==> config.mk <==
export PLATFORM = sky130hd
export DESIGN_NAME = hliw_top
export DESIGN_NICKNAME = d
export VERILOG_FILES = /design/src/rtl/hliw_pkg.sv /design/src/rtl/hliw_timer.sv /design/src/rtl/hliw_i2c_slave.sv /design/src/rtl/hliw_top.sv
export SDC_FILE = /design/constraint.sdc
export NUM_CORES = 1
export LEC_CHECK = 0
export BUFFER_PORTS_ARGS = -buffer_cell sky130_fd_sc_hd__buf_2
export CAP_MARGIN = 20
export CELL_PAD_IN_SITES_DETAIL_PLACEMENT = 0
export CELL_PAD_IN_SITES_GLOBAL_PLACEMENT = 1
export CORE_UTILIZATION = 50
export DETAILED_ROUTE_END_ITERATION = 10
export PLACE_DENSITY = 0.91
export SYNTH_ARGS = -nofsm -noshare
export SYNTH_HDL_FRONTEND = slang
export SYNTH_HIERARCHICAL = 1
export SYNTH_SLANG_ARGS = --single-unit
==> constraint.sdc <==
create_clock -name clk -period 7.13 [get_ports clk]
set_clock_uncertainty 0.1 [all_clocks]
set_input_delay 2.139 -clock clk [delete_from_list [all_inputs] [get_ports clk]]
set_output_delay 2.139 -clock clk [all_outputs]
set_load 0.01 [all_outputs]
==> src/rtl/hliw_pkg.sv <==
// Constants, field positions and state types of the host link inactivity watchdog.
package hliw_pkg;

  // ==========================================================================
  // Register offsets on the two-wire register bus.
  localparam logic [7:0] OFS_ALERT_LO   = 8'h10;
  localparam logic [7:0] OFS_ALERT_HI   = 8'h11;
  localparam logic [7:0] OFS_MASK_LO    = 8'h12;
  localparam logic [7:0] OFS_MASK_HI    = 8'h13;
  localparam logic [7:0] OFS_PORT_CTRL  = 8'h19;
  localparam logic [7:0] OFS_TERM_ROLE  = 8'h1a;
  localparam logic [7:0] OFS_FAULT      = 8'h1f;
  localparam logic [7:0] OFS_TIMER_SET  = 8'h84;

  // ==========================================================================
  // Field positions and masks.
  localparam int         ENABLE_BIT     = 5;
  localparam int         I2C_ERR_BIT    = 0;
  localparam int         FAULT_STAT_BIT = 1;
  localparam logic [3:0] ROLE_OPEN      = 4'hf;
  localparam logic [7:0] ALERT_HI_LIVE  = 8'ha7;
  localparam logic [7:0] ROLE_RW_MASK   = 8'h7f;
  localparam logic [7:0] TSET_RW_MASK   = 8'h03;

  // ==========================================================================
  // Reset values.
  localparam logic [7:0] RST_ALERT      = 8'h00;
  localparam logic [7:0] RST_MASK       = 8'hff;
  localparam logic [7:0] RST_PORT_CTRL  = 8'h00;
  localparam logic [7:0] RST_TERM_ROLE  = 8'h00;
  localparam logic [7:0] RST_FAULT      = 8'h00;
  localparam logic [7:0] RST_TIMER_SET  = 8'h00;

  // ==========================================================================
  // Timeout choices in milliseconds and their cycle counts at the core clock.
  localparam int CLK_KHZ   = 100000;
  localparam int TMO0_MS   = 1;
  localparam int TMO1_MS   = 2;
  localparam int TMO2_MS   = 4;
  localparam int TMO3_MS   = 8;
  localparam int TMO0_CYC  = TMO0_MS * CLK_KHZ;
  localparam int TMO1_CYC  = TMO1_MS * CLK_KHZ;
  localparam int TMO2_CYC  = TMO2_MS * CLK_KHZ;
  localparam int TMO3_CYC  = TMO3_MS * CLK_KHZ;
  localparam int CNT_W     = 24;

  // ==========================================================================
  // State types.
  typedef enum logic [2:0] {
    WD_IDLE  = 3'b001,
    WD_DISCH = 3'b010,
    WD_FLAG  = 3'b100
  } hliw_wd_state_t;

  typedef enum logic [4:0] {
    BUS_IDLE  = 5'b00001,
    BUS_DEV   = 5'b00010,
    BUS_REG   = 5'b00100,
    BUS_WDATA = 5'b01000,
    BUS_RDATA = 5'b10000
  } hliw_bus_state_t;

endpackage : hliw_pkg

==> src/rtl/hliw_timer.sv <==
// Inactivity counter that fires once when its limit is reached.
`timescale 1ns/100ps
`default_nettype none
module hliw_timer (
  // Clock and reset.
  input  wire logic                      clk,
  input  wire logic                      rst_b,
  // Control.
  input  wire logic                      run,
  input  wire logic                      restart,
  input  wire logic [hliw_pkg::CNT_W-1:0] limit,
  // Result.
  output logic                           expireStb
);

  logic [hliw_pkg::CNT_W-1:0] cnt_r;
  logic                       expired_r;

  // ==========================================================================
  // The last count before the limit is the expiry moment.
  wire atLimit = (cnt_r == limit - 1'b1);
  assign expireStb = run & ~restart & ~expired_r & atLimit;

  // Dropping run or a restart clears both count and latch, so a new start is fresh.
  always_ff @(posedge clk) begin
    if (!rst_b || !run || restart) begin
      cnt_r     <= '0;
      expired_r <= 1'b0;
    end else if (!expired_r) begin
      cnt_r     <= cnt_r + 1'b1;
      expired_r <= atLimit;
    end
  end

endmodule : hliw_timer
`default_nettype wire

==> src/rtl/hliw_i2c_slave.sv <==
// Two-wire bus slave with register pointer, byte reads and byte writes.
`timescale 1ns/100ps
`default_nettype none
module hliw_i2c_slave #(
  parameter logic [6:0] DEV_ADDR = 7'h50
) (
  // Clock and reset.
  input  wire logic       clk,
  input  wire logic       rst_b,
  // Bus pins.
  input  wire logic       sclIn,
  input  wire logic       sdaIn,
  output logic            sdaOe,
  // Register port.
  input  wire logic [7:0] rdData,
  output logic [7:0]      regPtr,
  output logic            wrStb,
  output logic [7:0]      wrAddr,
  output logic [7:0]      wrData,
  output logic            accessStb
);

  hliw_pkg::hliw_bus_state_t state_r;
  logic [2:0] sclSync_r;
  logic [2:0] sdaSync_r;
  logic [3:0] bitCnt_r;
  logic [7:0] rx_r;
  logic [7:0] tx_r;
  logic       nack_r;

  // ==========================================================================
  // Stage 0 feeds only stage 1; edges are taken from stages 1 and 2.
  always_ff @(posedge clk) begin
    sclSync_r <= {sclSync_r[1:0], sclIn};
    sdaSync_r <= {sdaSync_r[1:0], sdaIn};
  end

  wire sclRise  = sclSync_r[1] & ~sclSync_r[2];
  wire sclFall  = ~sclSync_r[1] & sclSync_r[2];
  wire sclHigh  = sclSync_r[1] & sclSync_r[2];
  wire startCnd = sclHigh & ~sdaSync_r[1] & sdaSync_r[2];
  wire stopCnd  = sclHigh & sdaSync_r[1] & ~sdaSync_r[2];
  wire match    = (rx_r[7:1] == DEV_ADDR);
  wire reading  = (state_r == hliw_pkg::BUS_RDATA);

  // ==========================================================================
  // Byte engine: bits move on the falling clock, acknowledge in the ninth slot.
  always_ff @(posedge clk) begin
    wrStb     <= 1'b0;
    accessStb <= 1'b0;
    if (!rst_b) begin
      state_r  <= hliw_pkg::BUS_IDLE;
      bitCnt_r <= 4'h0;
      sdaOe    <= 1'b0;
      regPtr   <= 8'h00;
      wrAddr   <= 8'h00;
      wrData   <= 8'h00;
      rx_r     <= 8'h00;
      tx_r     <= 8'h00;
      nack_r   <= 1'b0;
    end else if (startCnd) begin
      state_r  <= hliw_pkg::BUS_DEV;
      bitCnt_r <= 4'hf;
      sdaOe    <= 1'b0;
    end else if (stopCnd) begin
      state_r  <= hliw_pkg::BUS_IDLE;
      sdaOe    <= 1'b0;
    end else if (state_r != hliw_pkg::BUS_IDLE) begin
      if (sclRise && bitCnt_r == 4'h8) begin
        nack_r <= sdaSync_r[1];
      end else if (sclRise) begin
        rx_r <= {rx_r[6:0], sdaSync_r[1]};
      end
      if (sclFall && bitCnt_r == 4'hf) begin
        bitCnt_r <= 4'h0;  // The clock fall that closes a start carries no bit.
      end else if (sclFall && bitCnt_r < 4'h7) begin
        bitCnt_r <= bitCnt_r + 4'h1;
        if (reading) begin
          tx_r  <= {tx_r[6:0], 1'b0};
          sdaOe <= ~tx_r[6];
        end
      end else if (sclFall && bitCnt_r == 4'h7) begin
        bitCnt_r <= 4'h8;
        sdaOe    <= ~reading & (match | (state_r != hliw_pkg::BUS_DEV));
        case (state_r)
          hliw_pkg::BUS_DEV: begin
            accessStb <= match;
            if (!match) state_r <= hliw_pkg::BUS_IDLE;
          end
          hliw_pkg::BUS_REG: regPtr <= rx_r;
          hliw_pkg::BUS_WDATA: begin
            wrStb  <= 1'b1;
            wrAddr <= regPtr;
            wrData <= rx_r;
            regPtr <= regPtr + 8'h01;
          end
          hliw_pkg::BUS_RDATA: regPtr <= regPtr + 8'h01;
          default: state_r <= hliw_pkg::BUS_IDLE;
        endcase
      end else if (sclFall) begin
        bitCnt_r <= 4'h0;
        sdaOe    <= 1'b0;
        if ((state_r == hliw_pkg::BUS_DEV && rx_r[0]) || (reading && !nack_r)) begin
          state_r <= hliw_pkg::BUS_RDATA;
          tx_r    <= rdData;
          sdaOe   <= ~rdData[7];
        end else if (reading) begin
          state_r <= hliw_pkg::BUS_IDLE;
        end else if (state_r == hliw_pkg::BUS_DEV) begin
          state_r <= hliw_pkg::BUS_REG;
        end else begin
          state_r <= hliw_pkg::BUS_WDATA;
        end
      end
    end
  end

endmodule : hliw_i2c_slave
`default_nettype wire

==> src/rtl/hliw_top.sv <==
// Host link inactivity watchdog with its alert, control and fault registers.
`timescale 1ns/100ps
`default_nettype none
module hliw_top #(
  parameter logic [6:0] DEV_ADDR = 7'h50,
  parameter int         TMO0_CYC = hliw_pkg::TMO0_CYC,
  parameter int         TMO1_CYC = hliw_pkg::TMO1_CYC,
  parameter int         TMO2_CYC = hliw_pkg::TMO2_CYC,
  parameter int         TMO3_CYC = hliw_pkg::TMO3_CYC
) (
  // Clock and reset.
  input  wire logic       clk,
  input  wire logic       rst_b,
  // Two-wire host bus.
  input  wire logic       sclIn,
  input  wire logic       sdaIn,
  output logic            sdaOut,
  output logic            sdaOe,
  // Alert pin, open drain, pulled low while pending.
  output logic            alertOut,
  output logic            alertOe,
  // Event sources from the rest of the port controller.
  input  wire logic [7:0] alertSetLo,
  input  wire logic [7:0] alertSetHi,
  input  wire logic [7:1] faultSet,
  // Bus voltage comparator, high while below the safe level.
  input  wire logic       vbusBelowSafe,
  // Controls toward the port.
  output logic [7:0]      termRole,
  output logic [7:0]      portCtrl,
  output logic            vbusDischargeEn
);

  // ==========================================================================
  // Helpers.

  // Write-one-to-clear update in which a new event beats the clear.
  function automatic logic [7:0] w1c(input logic [7:0] cur,
                                     input logic [7:0] set,
                                     input logic [7:0] clr);
    w1c = (cur & ~clr) | set;
  endfunction : w1c

  // Timeout count chosen by the two-bit select field.
  function automatic logic [hliw_pkg::CNT_W-1:0] tmoCount(input logic [1:0] sel);
    case (sel)
      2'h0:    tmoCount = hliw_pkg::CNT_W'(TMO0_CYC);
      2'h1:    tmoCount = hliw_pkg::CNT_W'(TMO1_CYC);
      2'h2:    tmoCount = hliw_pkg::CNT_W'(TMO2_CYC);
      default: tmoCount = hliw_pkg::CNT_W'(TMO3_CYC);
    endcase
  endfunction : tmoCount

  // ==========================================================================
  // Declarations.
  logic [7:0] alertLo_r;
  logic [7:0] alertHi_r;
  logic [7:0] maskLo_r;
  logic [7:0] maskHi_r;
  logic [7:0] portCtrl_r;
  logic [7:0] role_r;
  logic [7:0] fault_r;
  logic [7:0] timerSet_r;
  logic [7:0] alertLo_nxt;
  logic [7:0] alertHi_nxt;
  logic [7:0] maskLo_nxt;
  logic [7:0] maskHi_nxt;
  logic [7:0] portCtrl_nxt;
  logic [7:0] role_nxt;
  logic [7:0] fault_nxt;
  logic [7:0] timerSet_nxt;
  logic       alertOe_r;
  logic [2:0] vbusSync_r;
  logic [7:0] regPtr;
  logic [7:0] rdData;
  logic       wrStb;
  logic [7:0] wrAddr;
  logic [7:0] wrData;
  logic       accessStb;
  logic       expireStb;
  hliw_pkg::hliw_wd_state_t wdState_r;
  hliw_pkg::hliw_wd_state_t wdState_nxt;

  // ==========================================================================
  // Bus slave.

  // The data line is only ever pulled low; the enable carries the bit.
  hliw_i2c_slave #(
    .DEV_ADDR  (DEV_ADDR)
  ) u_slave (
    .clk       (clk),
    .rst_b     (rst_b),
    .sclIn     (sclIn),
    .sdaIn     (sdaIn),
    .sdaOe     (sdaOe),
    .rdData    (rdData),
    .regPtr    (regPtr),
    .wrStb     (wrStb),
    .wrAddr    (wrAddr),
    .wrData    (wrData),
    .accessStb (accessStb)
  );

  assign sdaOut = 1'b0;

  // Write strobes, one per register.
  wire hitAlertLo = wrStb & (wrAddr == hliw_pkg::OFS_ALERT_LO);
  wire hitAlertHi = wrStb & (wrAddr == hliw_pkg::OFS_ALERT_HI);
  wire hitMaskLo  = wrStb & (wrAddr == hliw_pkg::OFS_MASK_LO);
  wire hitMaskHi  = wrStb & (wrAddr == hliw_pkg::OFS_MASK_HI);
  wire hitPort    = wrStb & (wrAddr == hliw_pkg::OFS_PORT_CTRL);
  wire hitRole    = wrStb & (wrAddr == hliw_pkg::OFS_TERM_ROLE);
  wire hitFault   = wrStb & (wrAddr == hliw_pkg::OFS_FAULT);
  wire hitTimer   = wrStb & (wrAddr == hliw_pkg::OFS_TIMER_SET);

  // Read selection; unmapped offsets read as zero.
  assign rdData =
    (regPtr == hliw_pkg::OFS_ALERT_LO)  ? alertLo_r  :
    (regPtr == hliw_pkg::OFS_ALERT_HI)  ? alertHi_r  :
    (regPtr == hliw_pkg::OFS_MASK_LO)   ? maskLo_r   :
    (regPtr == hliw_pkg::OFS_MASK_HI)   ? maskHi_r   :
    (regPtr == hliw_pkg::OFS_PORT_CTRL) ? portCtrl_r :
    (regPtr == hliw_pkg::OFS_TERM_ROLE) ? role_r     :
    (regPtr == hliw_pkg::OFS_FAULT)     ? fault_r    :
    (regPtr == hliw_pkg::OFS_TIMER_SET) ? timerSet_r :
    8'h00;

  // ==========================================================================
  // Alert and fault flags.

  // The watchdog raises the bus error flag only from its final step.
  wire i2cErrSet = (wdState_r == hliw_pkg::WD_FLAG);

  wire [7:0] faultNew = {faultSet, i2cErrSet};
  wire       faultEvt = |faultNew;

  // A fresh fault also posts the fault summary alert.
  wire [7:0] hiSet = (alertSetHi | {6'h00, faultEvt, 1'b0}) & hliw_pkg::ALERT_HI_LIVE;

  // Bits that read as fixed zero in the high half are kept out of set and clear.
  assign alertLo_nxt = w1c(alertLo_r, alertSetLo, hitAlertLo ? wrData : 8'h00);
  assign alertHi_nxt = w1c(alertHi_r, hiSet,
                           hitAlertHi ? (wrData & hliw_pkg::ALERT_HI_LIVE) : 8'h00);
  assign fault_nxt   = w1c(fault_r, faultNew, hitFault ? wrData : 8'h00);

  // Plain read-write registers.
  assign maskLo_nxt   = hitMaskLo ? wrData : maskLo_r;
  assign maskHi_nxt   = hitMaskHi ? wrData : maskHi_r;
  assign portCtrl_nxt = hitPort ? wrData : portCtrl_r;
  assign timerSet_nxt = hitTimer ? (wrData & hliw_pkg::TSET_RW_MASK) : timerSet_r;

  // Expiry overrides a host write landing in the same cycle.
  assign role_nxt = expireStb ? {role_r[7:4], hliw_pkg::ROLE_OPEN} :
                    hitRole   ? (wrData & hliw_pkg::ROLE_RW_MASK) :
                    role_r;

  // Register bank.
  always_ff @(posedge clk) begin
    if (!rst_b) begin
      alertLo_r  <= hliw_pkg::RST_ALERT;
      alertHi_r  <= hliw_pkg::RST_ALERT;
      maskLo_r   <= hliw_pkg::RST_MASK;
      maskHi_r   <= hliw_pkg::RST_MASK;
      portCtrl_r <= hliw_pkg::RST_PORT_CTRL;
      role_r     <= hliw_pkg::RST_TERM_ROLE;
      fault_r    <= hliw_pkg::RST_FAULT;
      timerSet_r <= hliw_pkg::RST_TIMER_SET;
    end else begin
      alertLo_r  <= alertLo_nxt;
      alertHi_r  <= alertHi_nxt;
      maskLo_r   <= maskLo_nxt;
      maskHi_r   <= maskHi_nxt;
      portCtrl_r <= portCtrl_nxt;
      role_r     <= role_nxt;
      fault_r    <= fault_nxt;
      timerSet_r <= timerSet_nxt;
    end
  end

  // ==========================================================================
  // Alert pin.

  // Pending means any unmasked flag; the pin follows one cycle behind the flags.
  wire alertPending = |(alertLo_r & maskLo_r) | |(alertHi_r & maskHi_r);

  always_ff @(posedge clk) begin
    if (!rst_b) begin
      alertOe_r <= 1'b0;
    end else begin
      alertOe_r <= alertPending;
    end
  end

  assign alertOut = 1'b0;
  assign alertOe  = alertOe_r;

  // ==========================================================================
  // Inactivity counter.

  wire wdEnable = portCtrl_r[hliw_pkg::ENABLE_BIT];

  // Counting needs the enable and a pending alert or driven alert pin; losing the enable, or both of the others, clears it.
  wire wdRun = wdEnable & (alertPending | alertOe_r);

  // Each addressed access restarts from zero while the alert is still pending.
  hliw_timer u_timer (
    .clk       (clk),
    .rst_b     (rst_b),
    .run       (wdRun),
    .restart   (accessStb),
    .limit     (tmoCount(timerSet_r[1:0])),
    .expireStb (expireStb)
  );

  // ==========================================================================
  // Bus voltage comparator crossing.

  // Stage 0 feeds only stage 1; the edge detector looks at stages 1 and 2.
  always_ff @(posedge clk) begin
    vbusSync_r <= {vbusSync_r[1:0], vbusBelowSafe};
  end

  wire vbusSafe     = vbusSync_r[1];
  wire vbusSafeRise = vbusSync_r[1] & ~vbusSync_r[2];

  // ==========================================================================
  // Expiry sequence.

  // Release happens on the drop below safe or on clearing the enable, so a later rise never
  // restarts the discharge; the host must take over from there.
  always_comb begin
    wdState_nxt = wdState_r;
    case (wdState_r)
      hliw_pkg::WD_IDLE: begin
        if (expireStb) begin
          wdState_nxt = vbusSafe ? hliw_pkg::WD_FLAG : hliw_pkg::WD_DISCH;
        end
      end
      hliw_pkg::WD_DISCH: begin
        if (!wdEnable) begin
          wdState_nxt = hliw_pkg::WD_IDLE;
        end else if (vbusSafeRise) begin
          wdState_nxt = hliw_pkg::WD_FLAG;
        end
      end
      hliw_pkg::WD_FLAG: begin
        wdState_nxt = hliw_pkg::WD_IDLE;
      end
      default: begin
        wdState_nxt = hliw_pkg::WD_IDLE;
      end
    endcase
  end

  // Sequence state.
  always_ff @(posedge clk) begin
    if (!rst_b) begin
      wdState_r <= hliw_pkg::WD_IDLE;
    end else begin
      wdState_r <= wdState_nxt;
    end
  end

  // ==========================================================================
  // Outputs.

  // The discharge drive is a compare of the whole state register, so it is decoded from the flops.
  assign vbusDischargeEn = (wdState_r == hliw_pkg::WD_DISCH);
  assign termRole        = role_r;
  assign portCtrl        = portCtrl_r;

endmodule : hliw_top
`default_nettype wire

# Yosys cells after proc, flatten, opt, wreduce, memory -nomap -nowiden
# Index checks and enable logic that the tools add are counted.
[word_totals]
out_inout_bits = 21
in_bits = 28
regBits = 147
elab_cells = 225
[classes]
eq_ne = 43
add_sub_neg = 4
n_mux = 51
n_reduce_logical = 42
bitwise = 56
n_lt_le_gt_ge = 1
[ops]
columns = ["cell", "n"]
rows = [
  ["$eq A8 B5 Y1 const B", 14],
  ["$mux W8", 10],
  ["$pmux W20 S3", 1],
  ["$and A8 B8 Y8", 5],
  ["$mux W4", 10],
  ["$mux W7", 5],
  ["$reduce_or A8 Y1", 4],
  ["$mux W5", 5],
  ["$add A24 B1 Y24 const B", 1],
  ["$eq A24 B24 Y1", 1],
  ["$not A8 Y8", 3],
  ["$or A8 B8 Y8", 3],
  ["$and A1 B1 Y1", 21],
  ["$sub A20 B1 Y21 const B", 1],
  ["$not A1 Y1", 20],
  ["$eq A8 B8 Y1 const B", 2],
  ["$pmux W8 S2", 1],
  ["$reduce_and A7 Y1", 2],
  ["$mux W2", 6],
  ["$mux W3", 4],
  ["$reduce_and A6 Y1", 2],
  ["$reduce_bool A2 Y1", 6],
  ["$pmux W5 S2", 1],
  ["$add A8 B1 Y8 const B", 1],
  ["other kinds (42)", 68],
]

# Depth between registers and ports, before layout
[depth]
ltp_word = 14
mapped_depth = 16
depth_no_buf = 15

# Hierarchy
# The synthesis kept the hierarchy.
[modules_own_cells]
columns = ["mod", "cells_per_inst", "n_inst", "area_per_inst_um2", "seq_area_each_um2"]
rows = [
  ["hliw_top", 357, 1, 3254.4, 1221.2],
  ["hliw_i2c_slave", 305, 1, 2628.8, 1161.1],
  ["hliw_timer", 232, 1, 1880.6, 500.5],
]

# Worst setup path before layout
# Ideal clock, no wire load.
[synth_timing]
path_type = "flip-flop to flip-flop"
start = "register timerSet_r[0]"
end = "register wdState_r[1]"
setup_ps = 70
slack_ps = 3210
t_arrival_ps = 3750
synth_period_minus_slack_ps = 3920
path_stages_with_launch = 14
path_buffers = 0
t_required_ps = 6960
cell_sequence = "dfxtp_1 > ha_1 > or2_2 > or4_4 > or4_4 > or3_1 > a22oi_1 > nand4_1 > or3_4 > nor4b_4 > nand3b_1 > o21ai_0 > nand3b_1 > a21oi_1"
[synth_via]
elab_chain_cells = 7
elab_cells_between_ends = 9
cone_classes = "add/sub: 1; eq/ne: 4; mux: 1; bitwise: 1; reduce/logical: 2"
[synth_rtl]
columns = ["item", "line", "rtl"]
rows = [
  ["start: declaration", "hliw_top.sv:63", "logic [7:0] timerSet_r;"],
  ["start signal: assignment", "hliw_top.sv:167", "timerSet_r <= hliw_pkg::RST_TIMER_SET;"],
  ["start signal: assignment", "hliw_top.sv:176", "timerSet_r <= timerSet_nxt;"],
  ["$eq A2 B2 Y1, or another cell as far along", "hliw_top.sv:46", "case (sel)"],
  ["$pmux W20 S3 *", "hliw_top.sv:46", ""],
  ["$sub A20 B1 Y21 *", "hliw_timer.sv:21", "wire atLimit = (cnt_r == limit - 1'b1);"],
  ["$eq A24 B24 Y1 *", "hliw_timer.sv:21", ""],
  ["$and A1 B1 Y1 *", "hliw_timer.sv:22", "assign expireStb = run & ~restart & ~expired_r & atLimit;"],
  ["net expireStb", "hliw_top.sv:80", "logic expireStb;"],
  ["$ne A2 B2 Y1 (no source line) *", "-", ""],
  ["$reduce_and A2 Y1 (no source line) *", "-", ""],
  ["end signal: assignment", "hliw_top.sv:258", "wdState_r <= hliw_pkg::WD_IDLE;"],
  ["end signal: assignment", "hliw_top.sv:260", "wdState_r <= wdState_nxt;"],
  ["end: declaration", "hliw_top.sv:81", "hliw_pkg::hliw_wd_state_t wdState_r;"],
]
# Mark *: on every way through the listed nets, which the timed path passes. The rest lies on a longest branch.
# A chain may end at the register's enable or synchronous reset.

# Worst setup path after layout
# Same ends and word-level chain as after synthesis.

==> impl_metrics.toml <==
[outcome]
status = "finished, final reports clean"

[routing]
viasPerCell = 5.780
wl_um = 18450
first_iter_violations = 442
wire_per_inst_um = 16.01
first_pass_iters = 7
drcViolationCount = 0
vias = 6659
antenna_left = 0

[timing]
holdWs_ns = 0.2253
fin_crit_sh_pct = 64.84
setup_violations = 0
tns_ns = 0
rsz0062_at_grt = "no"
slew_violations = 0
worst_pin_slew_ns = 0.9534
hold_viol = 0
timing.fmax_mhz = 216.3
maxSlewHeadroom_pct = 36.25
fin_crit_ns = 4.623

[clock_tree]
ctsResizeCount = 0
cts_hold_buf = 0
cts_setup_buffers = 0
clock_sinks = 144
clkTransAtPathRegs_ns = 0.06
clockBufferDepth = 2
cts_tree = "yes"
clockRootBuffer = "clkbuf_16"
clock_latency_ns = 0.42
cts_buffers = 17
htree_levels = 4

[grt]
grt_pass1_wl_um = 29930
grt_use_total_pct = 23.67
gr-total-overflow = 0
antenna_found_initial = 0
grt_max_degree = 63
grt_pass1_vias = 5927

[layout]
antenna_cells = 0
nNetsFinal = 989
fin_area_um2 = 8766
final.fill_count = 1414
area.growth.synth_to_final_pct = 12.91
drive_gt1_share_pct = 12.45
seqCellArea_um2 = 2883
multiInputGateArea_um2 = 4736

[critical_path]
crit_arrival_ns = 4.88
cp.required_ns = 7.38
cp-end-kind = "register"
worstSetupStartpointType = "register"
path_class = "register to register"
cp_max_fo = 15

[floorplanning]
rows = 45
die_area_um2 = 16030
start_util_pct = 51.07
core_um2 = 15200
die_h_um = 126.6
die_w_um = 126.6
pin_count = 49

[logic_synthesis]
syn_area_um2 = 7764
ys.flop_type = "dfxtp_1"
synth_edf_count = 0
avgSynthCellArea_um2 = 8.684
ys_ff_latch = 144
async_flop_share_pct = 0
synth_common_cells = "dfxtp_1 (144), nand2_1 (94), a21oi_1 (56), nor2_1 (56), mux2i_1 (47)"
yosysSeqAreaShare_pct = 37.13
synth_top_area_cell = "dfxtp_1"
ys_top_cells_by_area = "dfxtp_1 (37%), mux2i_1 (6.1%), nand2_1 (4.5%)"
ys_types = 87
yosys.cell_count.top_type = "dfxtp_1"
yosys_warnings = 6
synth_cells = 894
synth_top_area_share_pct = 37.13

[power]
power.density_nw_per_um2 = 203.0
clockPowerShare_pct = 49.5
leakage_uw = 0.003198
intPower_uw = 1385
fin_total_pwr_uw = 1779
irDropWorstVdd_v = 0.0001334
seq_power_share_pct = 46.5
combPwrFrac_pct = 4.0
p_sw_share_pct = 22.13
p_switching_uw = 393.7

[worst_hold_path]
min_path_type = "register to register"

[job]
maxCapViolCount = 0

[placement]
globalplace.congestion = 0.8077
dpl-instance-area_um2 = 8177
io_buffers = 42
dpl.hpwl_um = 12800
stage by stage:
stage / worst slack, ns / instances / util [%]
after floorplan: 3.210 / 929 / -
after global placement: 2.567 / 1120 / 53.79
after detailed placement: 2.538 / 1120 / 53.79
after CTS: 2.510 / 1152 / 57.66
after global routing: 2.087 / 1152 / 57.66
final: 2.507 / 1152 / 57.66
cells in the final DEF (no fill, tap or decap), types with 15 or more instances in the layout:
cell       instances
o21a_1            26
xnor2_1           27
buf_2             42
a21oi_1           56
mux2i_1           47
o21ai_0           27
dfxtp_1          144
nor2b_1           23
nand3_1           26
nor2_1            56
or3_1             15
nand2_1           94
nor3_1            20
nor4_1            15
conb_1            36
inv_1             18
a21boi_0          19
xor2_1            24
clkbuf_16         17
sequential cells by signal, indices dropped and copies added (netlist names), 5 cells and up:
register,flops
u_slave/regPtr,8
maskHi_r,8
fault_r,8
u_slave/state_r,5
u_timer/cnt_r,24
u_slave/rx_r,8
portCtrl,8
u_slave/wrData,8
u_slave/tx_r,7
termRole,7
maskLo_r,8
alertHi_r,5
u_slave/wrAddr,8
alertLo_r,8
kinds of logic (layout without fill, tap and decap cells):
logic type,after synthesis,after routing,share of synthesized area [%]
other,1,36,0.04830
adder cells (fa/ha/maj),10,10,1.612
flip-flops,144,144,37.13
XOR/XNOR,51,51,5.753
buffers and inverters,63,98,3.562
AO/OA/AOI/OAI,211,211,18.63
AND/OR/NAND/NOR,360,360,26.19
multiplexers,54,54,7.075
worst paths after layout:
| path | from | to | slack [ns] | depth (start not counted) |
|---|---|---|---|---|
| worst min-delay path | u_slave/sdaSync_r[0]$_DFF_P_ | u_slave/sdaSync_r[1]$_DFF_P_ | 0.23 | 0 |
| worst min register to register | u_slave/sdaSync_r[0]$_DFF_P_ | u_slave/sdaSync_r[1]$_DFF_P_ | 0.23 | 0 |
| worst max register to register | timerSet_r[0]$_SDFFE_PN0P_ | wdState_r[1]$_SDFFE_PN0P_ | 2.51 | 15 |
| worst max-delay path | timerSet_r[0]$_SDFFE_PN0P_ | wdState_r[1]$_SDFFE_PN0P_ | 2.51 | 15 |
power by group through the flow:
| stage | Combinational (uW) | Sequential [uW] | Clock, uW |
|---|---|---|---|
| 6_report | 70.3 | 828 | 881 |
| 5_1_grt | 79.4 | 829 | 932 |
| 4_1_cts | 70.1 | 827 | 893 |
| 3_5_place_dp | 69.8 | 845 | 0 |
| 3_3_place_gp | 69.0 | 845 | 0 |
| 2_1_floorplan | 54.4 | 842 | 0 |
routing by layer:
layer  wire length (um)  GRT usage [%]  vias up
met5                  0              0        -
met4                451          9.993        0
met3                757          3.627       31
met2               8411          37.28      169
met1               8827          32.30     3128
li1                   -              -     3331
worst max-delay path, cell delays in order, from the launching register on:
cell and delay [ns]:
dfxtp_1 0.46, inv_1 0.12, ha_1 0.41, nor2_1 0.16, nor2_1 0.12, or3_1 0.40
or4_1 0.63, nor4_1 0.39, xnor2_1 0.17, nand3_1 0.11, or3_4 0.43, nor4b_4 0.54
nand3b_1 0.12, o21ai_0 0.10, nand3b_1 0.13, a21oi_1 0.16
final cells by class:
cell class | count | area share (%)
clock inverters | 11 | 1.470
clock buffers | 21 | 5.253
flip-flops and latches | 144 | 32.89
multi-input cells | 722 | 54.03
repair buffers | 48 | 2.912
inverters | 18 | 0.7708
well taps | 188 | 2.683
(Power assumes the default switching activity.)
